File: config.mk
export PLATFORM = sky130hd
export DESIGN_NAME = tsm_ctrl
export DESIGN_NICKNAME = d
export VERILOG_FILES = /design/src/inc/tsm_pkg.sv /design/src/hdl/tsm_sync.sv /design/src/hdl/tsm_ctrl.sv
export SDC_FILE = /design/constraint.sdc
export NUM_CORES = 1
export LEC_CHECK = 0
export BUFFER_PORTS_ARGS = -buffer_cell sky130_fd_sc_hd__buf_4
export CORE_AREA = 8 8 108 110
export CTS_BUF_LIST = sky130_fd_sc_hd__clkbuf_2
export DETAILED_ROUTE_END_ITERATION = 12
export DIE_AREA = 0 0 116 118
export PLACE_DENSITY = 0.61
export SLEW_MARGIN = 20
export SYNTH_ARGS = -nofsm -noshare
export SYNTH_HDL_FRONTEND = slang
export SYNTH_SLANG_ARGS = --single-unit
File: constraint.sdc
create_clock -name clk -period 3.1 [get_ports clk]
set_input_delay 0.465 -clock clk [delete_from_list [all_inputs] [get_ports clk]]
set_output_delay 0.465 -clock clk [all_outputs]
set_load 0.005 [all_outputs]
File: src/inc/tsm_pkg.sv
// Package of constants and types for the switch mode and reset control block
// ****************************************************************************
// Operation
// - Rising start bit begins block programming
// - Programming takes two frames once enabled
// - Device clears start bit when done
// - Clearing start, or enable while running, aborts programming
// - Soft reset bit holds switching blocks
// - Upper bidir select ties upper inputs low
// ****************************************************************************
package tsm_pkg;
    // Register word indices (byte address is four times the index)
    localparam logic [3:0] TSM_IDX_MODE = 4'h1;
    localparam logic [3:0] TSM_IDX_RESET = 4'h2;
    localparam logic [3:0] TSM_IDX_CTRL = 4'h3;
    // Mode register field positions
    localparam int TSM_MODE_START_BIT = 0;
    localparam int TSM_MODE_PAT_LSB = 1;
    localparam int TSM_MODE_TXEN_BIT = 4;
    localparam int TSM_MODE_RXEN_BIT = 5;
    localparam int TSM_MODE_LOBIDIR_BIT = 6;
    localparam int TSM_MODE_UPBIDIR_BIT = 7;
    localparam int TSM_MODE_PD_BIT = 8;
    // Writable mask of the mode register (bits 15-9 read zero)
    localparam logic [15:0] TSM_MODE_MASK = 16'h01FF;
    // Soft reset bit position and writable mask
    localparam int TSM_RST_SW_BIT = 1;
    localparam logic [15:0] TSM_RST_MASK = 16'h0002;
    // Control register: block program enable
    localparam int TSM_CTRL_BPE_BIT = 0;
    localparam logic [15:0] TSM_CTRL_MASK = 16'h0001;
    // Reset values
    localparam logic [15:0] TSM_MODE_RST = 16'h0000;
    localparam logic [15:0] TSM_RST_RST = 16'h0000;
    localparam logic [15:0] TSM_CTRL_RST = 16'h0000;
    // Frames needed to finish block programming
    localparam logic [1:0] TSM_PROG_FRAMES = 2'h2;
    // Block programming states, Gray from TSM_IDLE through TSM_ARM to TSM_RUN; the return from TSM_RUN to TSM_IDLE flips both bits
    typedef enum logic [1:0] {
        TSM_IDLE = 2'b00,
        TSM_ARM = 2'b01,
        TSM_RUN = 2'b11
    } tsm_state_t;
    // Decoded mode settings handed to the datapath
    typedef struct packed {
        logic upper_bidir_select;
        logic lower_bidir_select;
        logic rx_error_test_global_enable;
        logic tx_error_test_global_enable;
        logic stream_pulldown_enable;
    } tsm_mode_t;
endpackage

File: src/hdl/tsm_sync.sv
// Three-stage synchroniser with agreement of the last two stages
`timescale 1ns/1ps
module tsm_sync
    import tsm_pkg::*;
(
    // Clock and reset
    input wire logic clk,
    input wire logic arst_n,
    // Async level in, filtered level out
    input wire logic din,
    output logic dout
);
    // Stage registers
    logic [2:0] stg_r;
    logic [2:0] stg_nxt;
    logic out_r;
    logic out_nxt;

    // Shift and update output when the two later stages agree
    always_comb
    begin
        stg_nxt = {stg_r[1:0], din};
        out_nxt = out_r;
        if (stg_r[2] == stg_r[1])
        begin
            out_nxt = stg_r[2];
        end
    end

    // Registers
    always_ff @(posedge clk or negedge arst_n)
    begin
        if (!arst_n)
        begin
            stg_r <= 3'h0;
            out_r <= 1'b0;
        end
        else
        begin
            stg_r <= stg_nxt;
            out_r <= out_nxt;
        end
    end

    assign dout = out_r;
endmodule // tsm_sync

File: src/hdl/tsm_ctrl.sv
// Mode selection and software reset register bank for the switch
//
// Added by the designer: the Avalon-MM slave port.
`timescale 1ns/1ps
module tsm_ctrl
    import tsm_pkg::*;
(
    // Clock and reset
    input wire logic clk,
    input wire logic arst_n,
    // Avalon-MM slave
    input wire logic [3:0] avs_address,
    input wire logic avs_read,
    input wire logic avs_write,
    input wire logic [31:0] avs_writedata,
    input wire logic [3:0] avs_byteenable,
    output logic [31:0] avs_readdata,
    output logic avs_waitrequest,
    // Frame pulse from the timing block (asynchronous)
    input wire logic frame_pulse,
    // Connection memory fill port
    output logic cm_fill_we,
    output logic [15:0] cm_fill_data,
    output logic prog_busy,
    // Switch control outputs
    output logic switch_soft_reset,
    output tsm_mode_t mode_out,
    // Per-stream test enables in, gated enables out
    input wire logic [31:0] rx_test_en_in,
    input wire logic [31:0] tx_test_en_in,
    output logic [31:0] rx_test_en_out,
    output logic [31:0] tx_test_en_out,
    // Upper stream input gating
    input wire logic [15:0] upper_stream_in,
    output logic [15:0] upper_stream_gated,
    output logic [15:0] upper_stream_oe_n,
    input wire logic [15:0] upper_out_drive_n
);
    // ************************************************************************
    // Bus and register state
    // ************************************************************************
    logic [15:0] mode_r;
    logic [15:0] mode_nxt;
    logic [15:0] rst_r;
    logic [15:0] rst_nxt;
    logic [15:0] ctrl_r;
    logic [15:0] ctrl_nxt;
    logic ack_r;
    logic ack_nxt;
    logic [31:0] rdata_r;
    logic [31:0] rdata_nxt;
    // Programming state
    tsm_state_t st_r;
    tsm_state_t st_nxt;
    logic [1:0] frm_r;
    logic [1:0] frm_nxt;
    logic fp_prev_r;
    logic fp_prev_nxt;
    logic fill_r;
    logic fill_nxt;
    // Synchronised frame pulse and its edge
    logic fp_s;
    logic fp_rise;
    logic wr_mode;
    logic [15:0] wmask;
    logic done;

    // Frame pulse synchroniser
    tsm_sync u_fp_sync (
        .clk(clk),
        .arst_n(arst_n),
        .din(frame_pulse),
        .dout(fp_s)
    );

    assign fp_rise = fp_s & ~fp_prev_r;
    // Byte lanes 0 and 1 carry the 16-bit register
    assign wmask = {{8{avs_byteenable[1]}}, {8{avs_byteenable[0]}}};
    assign wr_mode = avs_write & ~ack_r & (avs_address == TSM_IDX_MODE);
    // Completion: second frame edge while running
    assign done = (st_r == TSM_RUN) & fp_rise & (frm_r == TSM_PROG_FRAMES - 2'h1);

    // ************************************************************************
    // Register next values and bus answer
    // ************************************************************************
    always_comb
    begin
        mode_nxt = mode_r;
        rst_nxt = rst_r;
        ctrl_nxt = ctrl_r;
        rdata_nxt = rdata_r;
        // One wait cycle, then answer
        ack_nxt = (avs_read | avs_write) & ~ack_r;
        if (avs_write & ~ack_r)
        begin
            case (avs_address)
                TSM_IDX_MODE: mode_nxt = ((mode_r & ~wmask) | (avs_writedata[15:0] & wmask)) & TSM_MODE_MASK;
                // Reserved reset bits are dropped, not stored
                TSM_IDX_RESET: rst_nxt = ((rst_r & ~wmask) | (avs_writedata[15:0] & wmask)) & TSM_RST_MASK;
                TSM_IDX_CTRL: ctrl_nxt = ((ctrl_r & ~wmask) | (avs_writedata[15:0] & wmask)) & TSM_CTRL_MASK;
                default: ;
            endcase
        end
        // Hardware clear of start bit on completion, wins over a same-cycle rewrite
        if (done)
        begin
            mode_nxt[TSM_MODE_START_BIT] = 1'b0;
        end
        if (avs_read & ~ack_r)
        begin
            case (avs_address)
                TSM_IDX_MODE: rdata_nxt = {16'h0000, mode_r};
                TSM_IDX_RESET: rdata_nxt = {16'h0000, rst_r};
                TSM_IDX_CTRL: rdata_nxt = {16'h0000, ctrl_r};
                default: rdata_nxt = 32'h0000_0000;
            endcase
        end
    end

    // ************************************************************************
    // Block programming sequencer
    // ************************************************************************
    always_comb
    begin
        st_nxt = st_r;
        frm_nxt = frm_r;
        fill_nxt = 1'b0;
        fp_prev_nxt = fp_s;
        case (st_r)
            TSM_IDLE:
            begin
                // Start on a zero to one write of the start bit
                if (wr_mode & avs_byteenable[0] & ~mode_r[TSM_MODE_START_BIT]
                    & avs_writedata[TSM_MODE_START_BIT])
                begin
                    st_nxt = TSM_ARM;
                end
            end
            TSM_ARM:
            begin
                frm_nxt = 2'h0;
                if (~mode_r[TSM_MODE_START_BIT])
                begin
                    st_nxt = TSM_IDLE;
                end
                else if (ctrl_r[TSM_CTRL_BPE_BIT] & fp_rise)
                begin
                    st_nxt = TSM_RUN;
                end
            end
            TSM_RUN:
            begin
                if (~mode_r[TSM_MODE_START_BIT] | ~ctrl_r[TSM_CTRL_BPE_BIT])
                begin
                    st_nxt = TSM_IDLE;
                end
                else if (done)
                begin
                    fill_nxt = 1'b1;
                    st_nxt = TSM_IDLE;
                end
                else if (fp_rise)
                begin
                    frm_nxt = frm_r + 2'h1;
                end
            end
            default: st_nxt = TSM_IDLE;
        endcase
    end

    // Registers
    always_ff @(posedge clk or negedge arst_n)
    begin
        if (!arst_n)
        begin
            mode_r <= TSM_MODE_RST;
            rst_r <= TSM_RST_RST;
            ctrl_r <= TSM_CTRL_RST;
            ack_r <= 1'b0;
            rdata_r <= 32'h0000_0000;
            st_r <= TSM_IDLE;
            frm_r <= 2'h0;
            fp_prev_r <= 1'b0;
            fill_r <= 1'b0;
        end
        else
        begin
            mode_r <= mode_nxt;
            rst_r <= rst_nxt;
            ctrl_r <= ctrl_nxt;
            ack_r <= ack_nxt;
            rdata_r <= rdata_nxt;
            st_r <= st_nxt;
            frm_r <= frm_nxt;
            fp_prev_r <= fp_prev_nxt;
            fill_r <= fill_nxt;
        end
    end

    // ************************************************************************
    // Outputs
    // ************************************************************************
    assign avs_waitrequest = (avs_read | avs_write) & ~ack_r;
    assign avs_readdata = rdata_r;
    // Pattern in low three bits, upper bits cleared
    assign cm_fill_we = fill_r;
    assign cm_fill_data = {13'h0000, mode_r[TSM_MODE_PAT_LSB +: 3]};
    assign prog_busy = (st_r != TSM_IDLE);
    assign switch_soft_reset = rst_r[TSM_RST_SW_BIT];
    assign mode_out.upper_bidir_select = mode_r[TSM_MODE_UPBIDIR_BIT];
    assign mode_out.lower_bidir_select = mode_r[TSM_MODE_LOBIDIR_BIT];
    assign mode_out.rx_error_test_global_enable = mode_r[TSM_MODE_RXEN_BIT];
    assign mode_out.tx_error_test_global_enable = mode_r[TSM_MODE_TXEN_BIT];
    assign mode_out.stream_pulldown_enable = mode_r[TSM_MODE_PD_BIT];
    // Global gates over per-stream test enables
    assign rx_test_en_out = rx_test_en_in & {32{mode_r[TSM_MODE_RXEN_BIT]}};
    assign tx_test_en_out = tx_test_en_in & {32{mode_r[TSM_MODE_TXEN_BIT]}};
    // Upper inputs low and outputs bidirectional when selected
    assign upper_stream_gated = upper_stream_in & {16{~mode_r[TSM_MODE_UPBIDIR_BIT]}};
    // Plain outputs always drive; bidirectional pins drive only when asked
    assign upper_stream_oe_n = upper_out_drive_n & {16{mode_r[TSM_MODE_UPBIDIR_BIT]}};

    // ************************************************************************
    // Checks
    // ************************************************************************
    soft_reset_follow_a: assert property (@(posedge clk) disable iff (!arst_n)
        (avs_write && !ack_r && avs_address == TSM_IDX_RESET && avs_byteenable[0])
        |=> switch_soft_reset == $past(avs_writedata[TSM_RST_SW_BIT])) else $error("soft reset mismatch");
    start_arms_a: assert property (@(posedge clk) disable iff (!arst_n)
        (st_r == TSM_IDLE && wr_mode && avs_byteenable[0] && !mode_r[0] && avs_writedata[0])
        |=> st_r == TSM_ARM) else $error("start not armed");
    fill_clears_a: assert property (@(posedge clk) disable iff (!arst_n)
        $rose(fill_r) |-> !mode_r[TSM_MODE_START_BIT]) else $error("start not cleared");
    abort_stops_a: assert property (@(posedge clk) disable iff (!arst_n)
        (st_r == TSM_RUN && !ctrl_r[0]) |=> st_r == TSM_IDLE && !fill_r) else $error("abort ignored");
    fill_pattern_a: assert property (@(posedge clk) disable iff (!arst_n)
        fill_r |-> cm_fill_data[15:3] == 13'h0000) else $error("fill upper bits set");
    rx_gate_a: assert property (@(posedge clk) disable iff (!arst_n)
        !mode_r[TSM_MODE_RXEN_BIT] |-> rx_test_en_out == 32'h0000_0000) else $error("rx test not gated");
    upper_tie_a: assert property (@(posedge clk) disable iff (!arst_n)
        mode_r[TSM_MODE_UPBIDIR_BIT] |-> upper_stream_gated == 16'h0000) else $error("upper input not tied");
    upper_drive_a: assert property (@(posedge clk) disable iff (!arst_n)
        !mode_r[TSM_MODE_UPBIDIR_BIT] |-> upper_stream_oe_n == 16'h0000) else $error("upper output not driven");
    two_frames_a: assert property (@(posedge clk) disable iff (!arst_n)
        $rose(fill_r) |-> $past(frm_r) == 2'h1) else $error("fill before two frames");
endmodule // tsm_ctrl

Yosys cells after proc, flatten, opt, wreduce, memory -nomap -nowiden

Cells that the tools add are included.

Add/subtract/negate cells: 1
Equal/unequal tests: 13
Bitwise gates (word level): 30
Multiplexer cells: 17
Reduce and logical (&&, ||, !) cells: 11

Operators with widths:

| operator              | number |
|---|---|
| $and A32 B32 Y32      | 2 |
| $and A16 B16 Y16      | 2 |
| $pmux W9 S3           | 1 |
| $and A9 B9 Y9         | 2 |
| $mux W2               | 8 |
| $and A1 B1 Y1         | 12 |
| $not A9 Y9            | 1 |
| $or A9 B9 Y9          | 1 |
| $eq A4 B2 Y1 const B  | 2 |
| $ne A2 B2 Y1 const B  | 4 |
| $reduce_and A2 Y1     | 4 |
| $reduce_bool A2 Y1    | 4 |
| $mux W1               | 6 |
| $pmux W2 S3           | 1 |
| $not A1 Y1            | 5 |
| $eq A2 B1 Y1 const B  | 2 |
| $eq A4 B1 Y1 const B  | 1 |
| $pmux W2 S2           | 1 |
| $reduce_and A4 Y1     | 1 |
| $ne A3 B2 Y1 const B  | 1 |
| $ne A3 B3 Y1 const B  | 1 |
| $or A1 B1 Y1          | 3 |
| $reduce_and A3 Y1     | 1 |
| $add A2 B1 Y2 const B | 1 |
| other kinds (5)       | 5 |

Output and inout bits: 153
Register bits: 54
Input port bits: 141

Depth between registers and ports, before layout

Gate-level depths: netlist (run 1).

Word-level depth: 8
Gate-level depth with buffers: 5
Mapped depth without buffers: 5

By module

A second synthesis (run 1) with hierarchy kept.

Cell total of the unflattened synthesis: 258
Area total of the unflattened synthesis: 2279.7 um^2

By module, submodules not included:

| module   | times used | seq. area each (um^2) | cells each | area each (um^2) |
|---|---|---|---|---|
| tsm_ctrl | 1          | 675.6                 | 253        | 2168.3 |
| tsm_sync | 1          | 100.1                 | 5          | 111.4 |

Least setup slack after synthesis (run 1)

Ideal clock, no wire load.

Path type: input -> register
From: input port avs_address[1]
To: register (tool-made name)
Arrival: 1.333 ns
Required time: 2.973 ns
Setup time: 0.127 ns
Stages on the path: 4
Slack: 1.639 ns
Cell sequence: nor4b_2 and2_1 buf_4 mux2_1

RTL lines:

| element            | RTL line       | source |
|---|---|---|
| start: declaration | tsm_ctrl.sv:12 | `input wire logic [3:0] avs_address,` |

==> reports/metrics.yaml, run 1 <==
power:
  combPwrFrac_pct: 44.1
  swShare_pct: 32.7
  ir_drop_v: 0.000202
  seq_power_share_pct: 41.2
  cellLeakagePower_nw: 2.22
  finalPower_mw: 1.25
  power.internal_mw: 0.843
  p_per_area_nw_per_um2: 312
  p_sw_mw: 0.409
  power.share.clock_pct: 14.7
logic_synthesis:
  synth_cell_type_count: 34
  synth_compound_area_share_pct: 5.04
  yosys_warnings: 0
  async_flop_share_pct: 100
  synth_cells: 264
  syn_area_sq_um: 2310
  synth_edf_count: 0
  synth.avg_cell_area_sq_um: 8.75
  synth-seq-cells: 31
  synth_top_cell_by_area: "dfrtp_1"
  synthXorXnorAreaFrac_pct: 0
  synth_top_area_share_pct: 33.6
  synth_top_family_by_area: "simple AND/OR/NAND/NOR gates"
  synth_fa_ha_area_share_pct: 0.975
  synth-simple-area-share_pct: 37.3
  yosysSeqAreaShare_pct: 33.6
  ys.flop_type: "dfrtp_1"
  synthMuxAreaShare_pct: 5.52
  yosys-top-cells-area: "dfrtp_1 34%, and2_1 22%, buf_4 15%"
floorplan:
  dieArea_sq_um: 13700
  start_util_pct: 23.1
  die_x_um: 116
  ios: 294
  fp.dieH_um: 118
  core-area_sq_um: 10000
  fp-row-count: 37
worst_setup_path:
  r2r-start: "ack_r"
  worstPathArrival_ps: 1680
  reg2reg_slack_ps: 1410
  worstRegToRegCells: 3
  critPathCaptureType: "primary output"
  required_ps: 2630
  cp_max_fo: 35
  startpoint_type: "flop"
  crit_type: "flop to primary output"
clock_network:
  insertion_delay_ps: 360
  hold_buffers: 0
  postCtsSetupRepairBufs: 0
  clk_path_buf_depth: 2
  postCtsResizedCells: 0
  cts_num_sinks: 31
  h-tree-depth: 2
  cts-root-buf: "clkbuf_2"
  path_clk_slew_ps: 170
  cts_tree: "built"
  cts_inserted_buffers: 5
run:
  maxCapViolCount: 0
drt:
  antenna_left: 0
  vias: 2450
  routed_wl_mm: 10.3
  drc: 0
  drt_first_pass_iters: 4
  wl_per_cell_um: 16.6
  viasPerCell: 3.96
  drtIter0Drc: 74
global_route:
  overflow: 0
  grt_pass1_wl_mm: 15.0
  grt_pass1_vias: 2523
  grt_antenna_before_repair: 0
  grt_max_degree: 36
  grtUsageTotal_pct: 14.0
timing:
  rsz0062_at_grt: "false"
  skew_ps: 15.5
  max_clock_freq_ghz: 0.466
  max_slew_margin_pct: 40.9
  setup_viol: 0
  finalHoldViolCount: 0
  maxSlewViolCount: 0
  worstMarginPinSlew_ps: 887
  finalCriticalPeriod_ps: 2150
  fin_crit_sh_pct: 69.3
  finalSetupTns_ps: 0
finish:
  regArea_sq_um: 776
  multi_input_area_sq_um: 1260
  drive_above_1_share_pct: 50.9
  antenna_cells: 0
  nets: 625
  area_delta_synth_final_pct: 73.8
  nFillCells: 1021
run_status:
  outcome: "finished clean"
worst_hold_path:
  min_path_type: "input pin to flop"
  hold_depth: 1
  min_from: "frame_pulse"
placed_design:
  gp_congestion: 0.752
  hpwl_mm: 8.88
  io_buffers: 232
[Yosys cell counts, types with 2 or more instances]
cell type	instances
and2_1	82
nor2b_1	18
mux2_1	9
and3b_2	2
nand2_1	18
nand2b_1	2
nand3_1	3
clkbuf_1	10
o21ai_1	5
o21ai_0	5
and3_1	3
nand4b_1	3
nor2_1	4
a21oi_1	2
dfrtp_1	31
inv_1	4
buf_4	46
[worst paths after layout]
check | end
worst max-delay path | upper_stream_oe_n[3]
worst min-delay path | u_fp_sync.stg_r[0]
worst max register to register | flop
worst min register to register | u_fp_sync.stg_r[1]
max in group asynchronous | asynchronous set/reset pin
min in group asynchronous | mode_r[0]
[worst max-delay path: stages, from the launching register on]
cell and delay (ps):
dfrtp_1 960, and2_1 240, buf_4 120
[power by group through the flow]
stage                     Combinational, mW  Sequential, mW  Clock, mW
after global placement                0.557           0.522          0
after floorplan                       0.264           0.479          0
after global routing                  0.601           0.533      0.216
after CTS                             0.562           0.520      0.200
after detailed placement              0.560           0.528          0
final                                 0.553           0.516      0.184
[cell type report]
type / count / area share (%)
clock buffer: 5 / 0.623
clock inverter: 2 / 0.218
inverter: 4 / 0.374
multi-input combinational: 207 / 31.5
sequential: 31 / 19.3
tap: 136 / 4.24
timing repair buffer: 234 / 43.8
[logic make-up after synthesis]
logic type,Yosys count
buffers and inverters,61
muxes,11
and+or+nand+nor,140
adders and majority gates,2
AOI/OAI and AO/OA,18
other,1
DFF,31
[cell usage in the layout, fill, tap and decap left out, types with 2 or more instances in the layout]
cell type,n
a21oi_1,2
and2_1,82
and3_1,3
and3b_2,2
buf_4,233
clkbuf_2,5
conb_1,36
dfrtp_1,31
inv_1,4
mux2_1,9
nand2_1,18
nand2b_1,2
nand3_1,3
nand4b_1,3
nor2_1,4
nor2b_1,18
o21ai_0,5
o21ai_1,5
[through the flow]
step | instances | area, sq um | util, % | worst slack, ps | hold slack, ps
2_1_floorplan | 299 | 2440 | - | 1640 | 169
3_3_place_gp | 611 | 3970 | 39.7 | 1010 | 333
3_5_place_dp | 611 | 3970 | 39.7 | 989 | 338
4_1_cts | 618 | 4010 | 40.1 | 889 | 0.936
5_1_grt | 619 | 4020 | 40.2 | 726 | 163
6_report | 619 | 4020 | 40.2 | 952 | 210
[routing by layer]
| layer | global-route usage (%) | vias up | routed length, um |
|---|---|---|---|
| met3 | 4.16 | 9 | 994 |
| li1 | - | 1200 | - |
| met4 | 2.60 | 0 | 120 |
| met2 | 27.4 | 129 | 5650 |
| met1 | 14.0 | 1112 | 3490 |
| met5 | 0 | - | 0 |
(Power assumes the default switching activity.)
==> run 2, diff against run 1 <==
Settings changed: CORE_AREA 8 8 108 110 to 8 8 107 109, DIE_AREA 0 0 116 118 to 0 0 115 117, PLACE_DENSITY 0.61 to 0.62.
Clock period 3.1 ns to 2.21 ns, I/O delays scaled along.
==> run 2 against run 1 <==
Worst hold slack got worse by 140 ps. Cell area rose by 0.16%. Cell count rose by 0.16%. Sequential power rose by 40%. Critical path depth did not move. Count of clock-buffer cells in the layout rose by 2. Highest routed layer unchanged.
==> reports/metrics.yaml, run 2 (synthesized netlist as in run 1, its figures left out) <==
clock_network:
  h-tree-depth: 2  # unchanged
  postCtsSetupRepairBufs: 0  # unchanged
  insertion_delay_ps: 350  # about the same
  clk_path_buf_depth: 2  # unchanged
  cts-root-buf: "clkbuf_2"
  cts_inserted_buffers: 5  # unchanged
  cts_num_sinks: 31  # unchanged
  cts_tree: "built"
  path_clk_slew_ps: 170  # about the same
worst_setup_path:
  critPathCaptureType: "primary output"
  reg2reg_slack_ps: 550  # -860 ps
  worstPathArrival_ps: 1640  # -40 ps
  crit_family: "flip-flops"
  slowest_delay_ps: 940  # -20 ps
  critPathBufInv: 1  # unchanged
  startpoint_type: "flop"
  crit_chain: "and2_1, buf_4"
  r2r-start: "ack_r"
  cp_num_cells: 2  # unchanged
  crit_type: "flop to primary output"
  worstRegToRegCells: 3  # unchanged
  cp_slowest_cell: "dfrtp_1"
  cp_max_fo: 35  # unchanged
  required_ps: 1880  # -750 ps
finish:
  fin_util_pct: 40.6  # +0.44 points
  nets: 625  # unchanged
  final_cell_count_no_fill: 620  # +0.16%
  area_delta_synth_final_pct: 74.1
  antenna_cells: 0  # unchanged
  final_area_sq_um: 4020  # +0.16%
  layout.cells.most_common_list: "233 x buf_4, 82 x and2_1, 36 x conb_1"
  layout_commonest_cell: "buf_4"
  drive_above_1_share_pct: 51.2  # +0.31 points
power:
  cellLeakagePower_nw: 2.23  # +0.30%
  p_per_area_nw_per_um2: 438  # +41%
  ir_drop_v: 0.000315  # +56%
  finalPower_mw: 1.76  # +41%
global_route:
  grtUsageTotal_pct: 11.5  # -2.5 points
  grt_antenna_before_repair: 0  # unchanged
  grt_pass1_vias: 2215  # -12%
  overflow: 0  # unchanged
  grt_max_degree: 36  # unchanged
  grt_pass1_wl_mm: 12.3  # -18%
worst_hold_path:
  hold_depth: 1  # unchanged
  min_from: "frame_pulse"
  min_to: "u_fp_sync.stg_r[0]"
  min_path_type: "input pin to flop"
timing:
  finalHoldViolCount: 0  # unchanged
  worst_slack_ps: 242  # -710 ps
  finalSetupTns_ps: 0  # unchanged
  finalCriticalPeriod_ps: 1970
  skew_ps: 10.8  # -4.70 ps
  max_slew_margin_pct: 42.6  # +1.8 points
  rsz0062_at_grt: "false"
  maxSlewViolCount: 0  # unchanged
  fin_crit_sh_pct: 89.1
  fin_hold_ws_ps: 70.9  # -139 ps
  max_clock_freq_ghz: 0.508
  setup_viol: 0  # unchanged
  worstMarginPinSlew_ps: 861  # -26.4 ps
drt:
  drtIter0Drc: 56  # -24%
  antenna_left: 0  # unchanged
  viasPerCell: 3.89  # -1.8%
  routed_wl_mm: 9.17  # -11%
  drt_first_pass_iters: 4  # unchanged
  vias: 2411  # -1.6%
  wl_per_cell_um: 14.8  # -11%
  drc: 0  # unchanged
floorplan:
  die_x_um: 115  # -0.86%
  ios: 294  # unchanged
  core-area_sq_um: 9910  # -0.93%
  start_util_pct: 23.3  # +0.22 points
  fp-row-count: 37  # unchanged
  fp.dieH_um: 117  # -0.85%
  dieArea_sq_um: 13500  # -1.7%
placed_design:
  gp_congestion: 0.802  # +6.6%
  io_buffers: 232  # unchanged
  hpwl_mm: 7.87  # -11%
  dp_worst_setup_slack_ps: 448  # -542 ps
  dpl_cell_area_sq_um: 3970  # unchanged
  dpl.cell_count: 611  # unchanged
run:
  maxCapViolCount: 0  # unchanged
run_status:
  outcome: "finished clean"
## run 2: changes by cell type in the layout (fill, tap and decap cells not counted)
cell	delta
clkinv_1	-1
clkbuf_2	+2
## run 2: how the worst max path moves through the flow
stage | from | endpoint | slack (ps)
final | flop | upper_stream_oe_n[11] | 240
after global routing | flop | upper_stream_oe_n[6] | 30
after CTS | flop | upper_stream_oe_n[11] | 170
after detailed placement | avs_address[1] | flop | 450
after global placement | avs_address[1] | flop | 480
after floorplan | ack_r | flop | 860
## run 2: layer usage
metal | global-route usage (%) | share of wire (%)
met5 | 0 | 0
met4 | 1.31 | 0.38
met3 | 4.67 | 12
met2 | 21.8 | 53
met1 | 11.9 | 34
## run 2: worst register-to-register path: stages, from the launching register on
cell	delay (ps)
dfrtp_1	420
and3b_1	330
and2_1	450
mux2_1	370
## run 2: cell type report
| cell class | count | area, sq um |
|---|---|---|
| multi-input combinational | 207 | 1260 |
| sequential | 31 | 776 |
| tap | 136 | 170 |
| inverter | 4 | 15.0 |
| clock buffer | 7 | 35.0 |
| clock inverter | 1 | 5.00 |
| fill | 1008 | 5880 |
| timing repair buffer | 234 | 1760 |
## run 2: where the power goes
part | switching, mW | internal [mW]
Sequential | 0.104 | 0.618
Clock | 0.194 | 0.0867
Combinational | 0.265 | 0.497
Total | 0.562 | 1.20
## run 2: timing repair
item / 4_1_cts / 5_1_grt
setup endpoints to repair: 0 / 0
hold buffers: 1 / 0
gates resized for setup: 0 / 0
endpoints found under the hold margin: 31 / 0
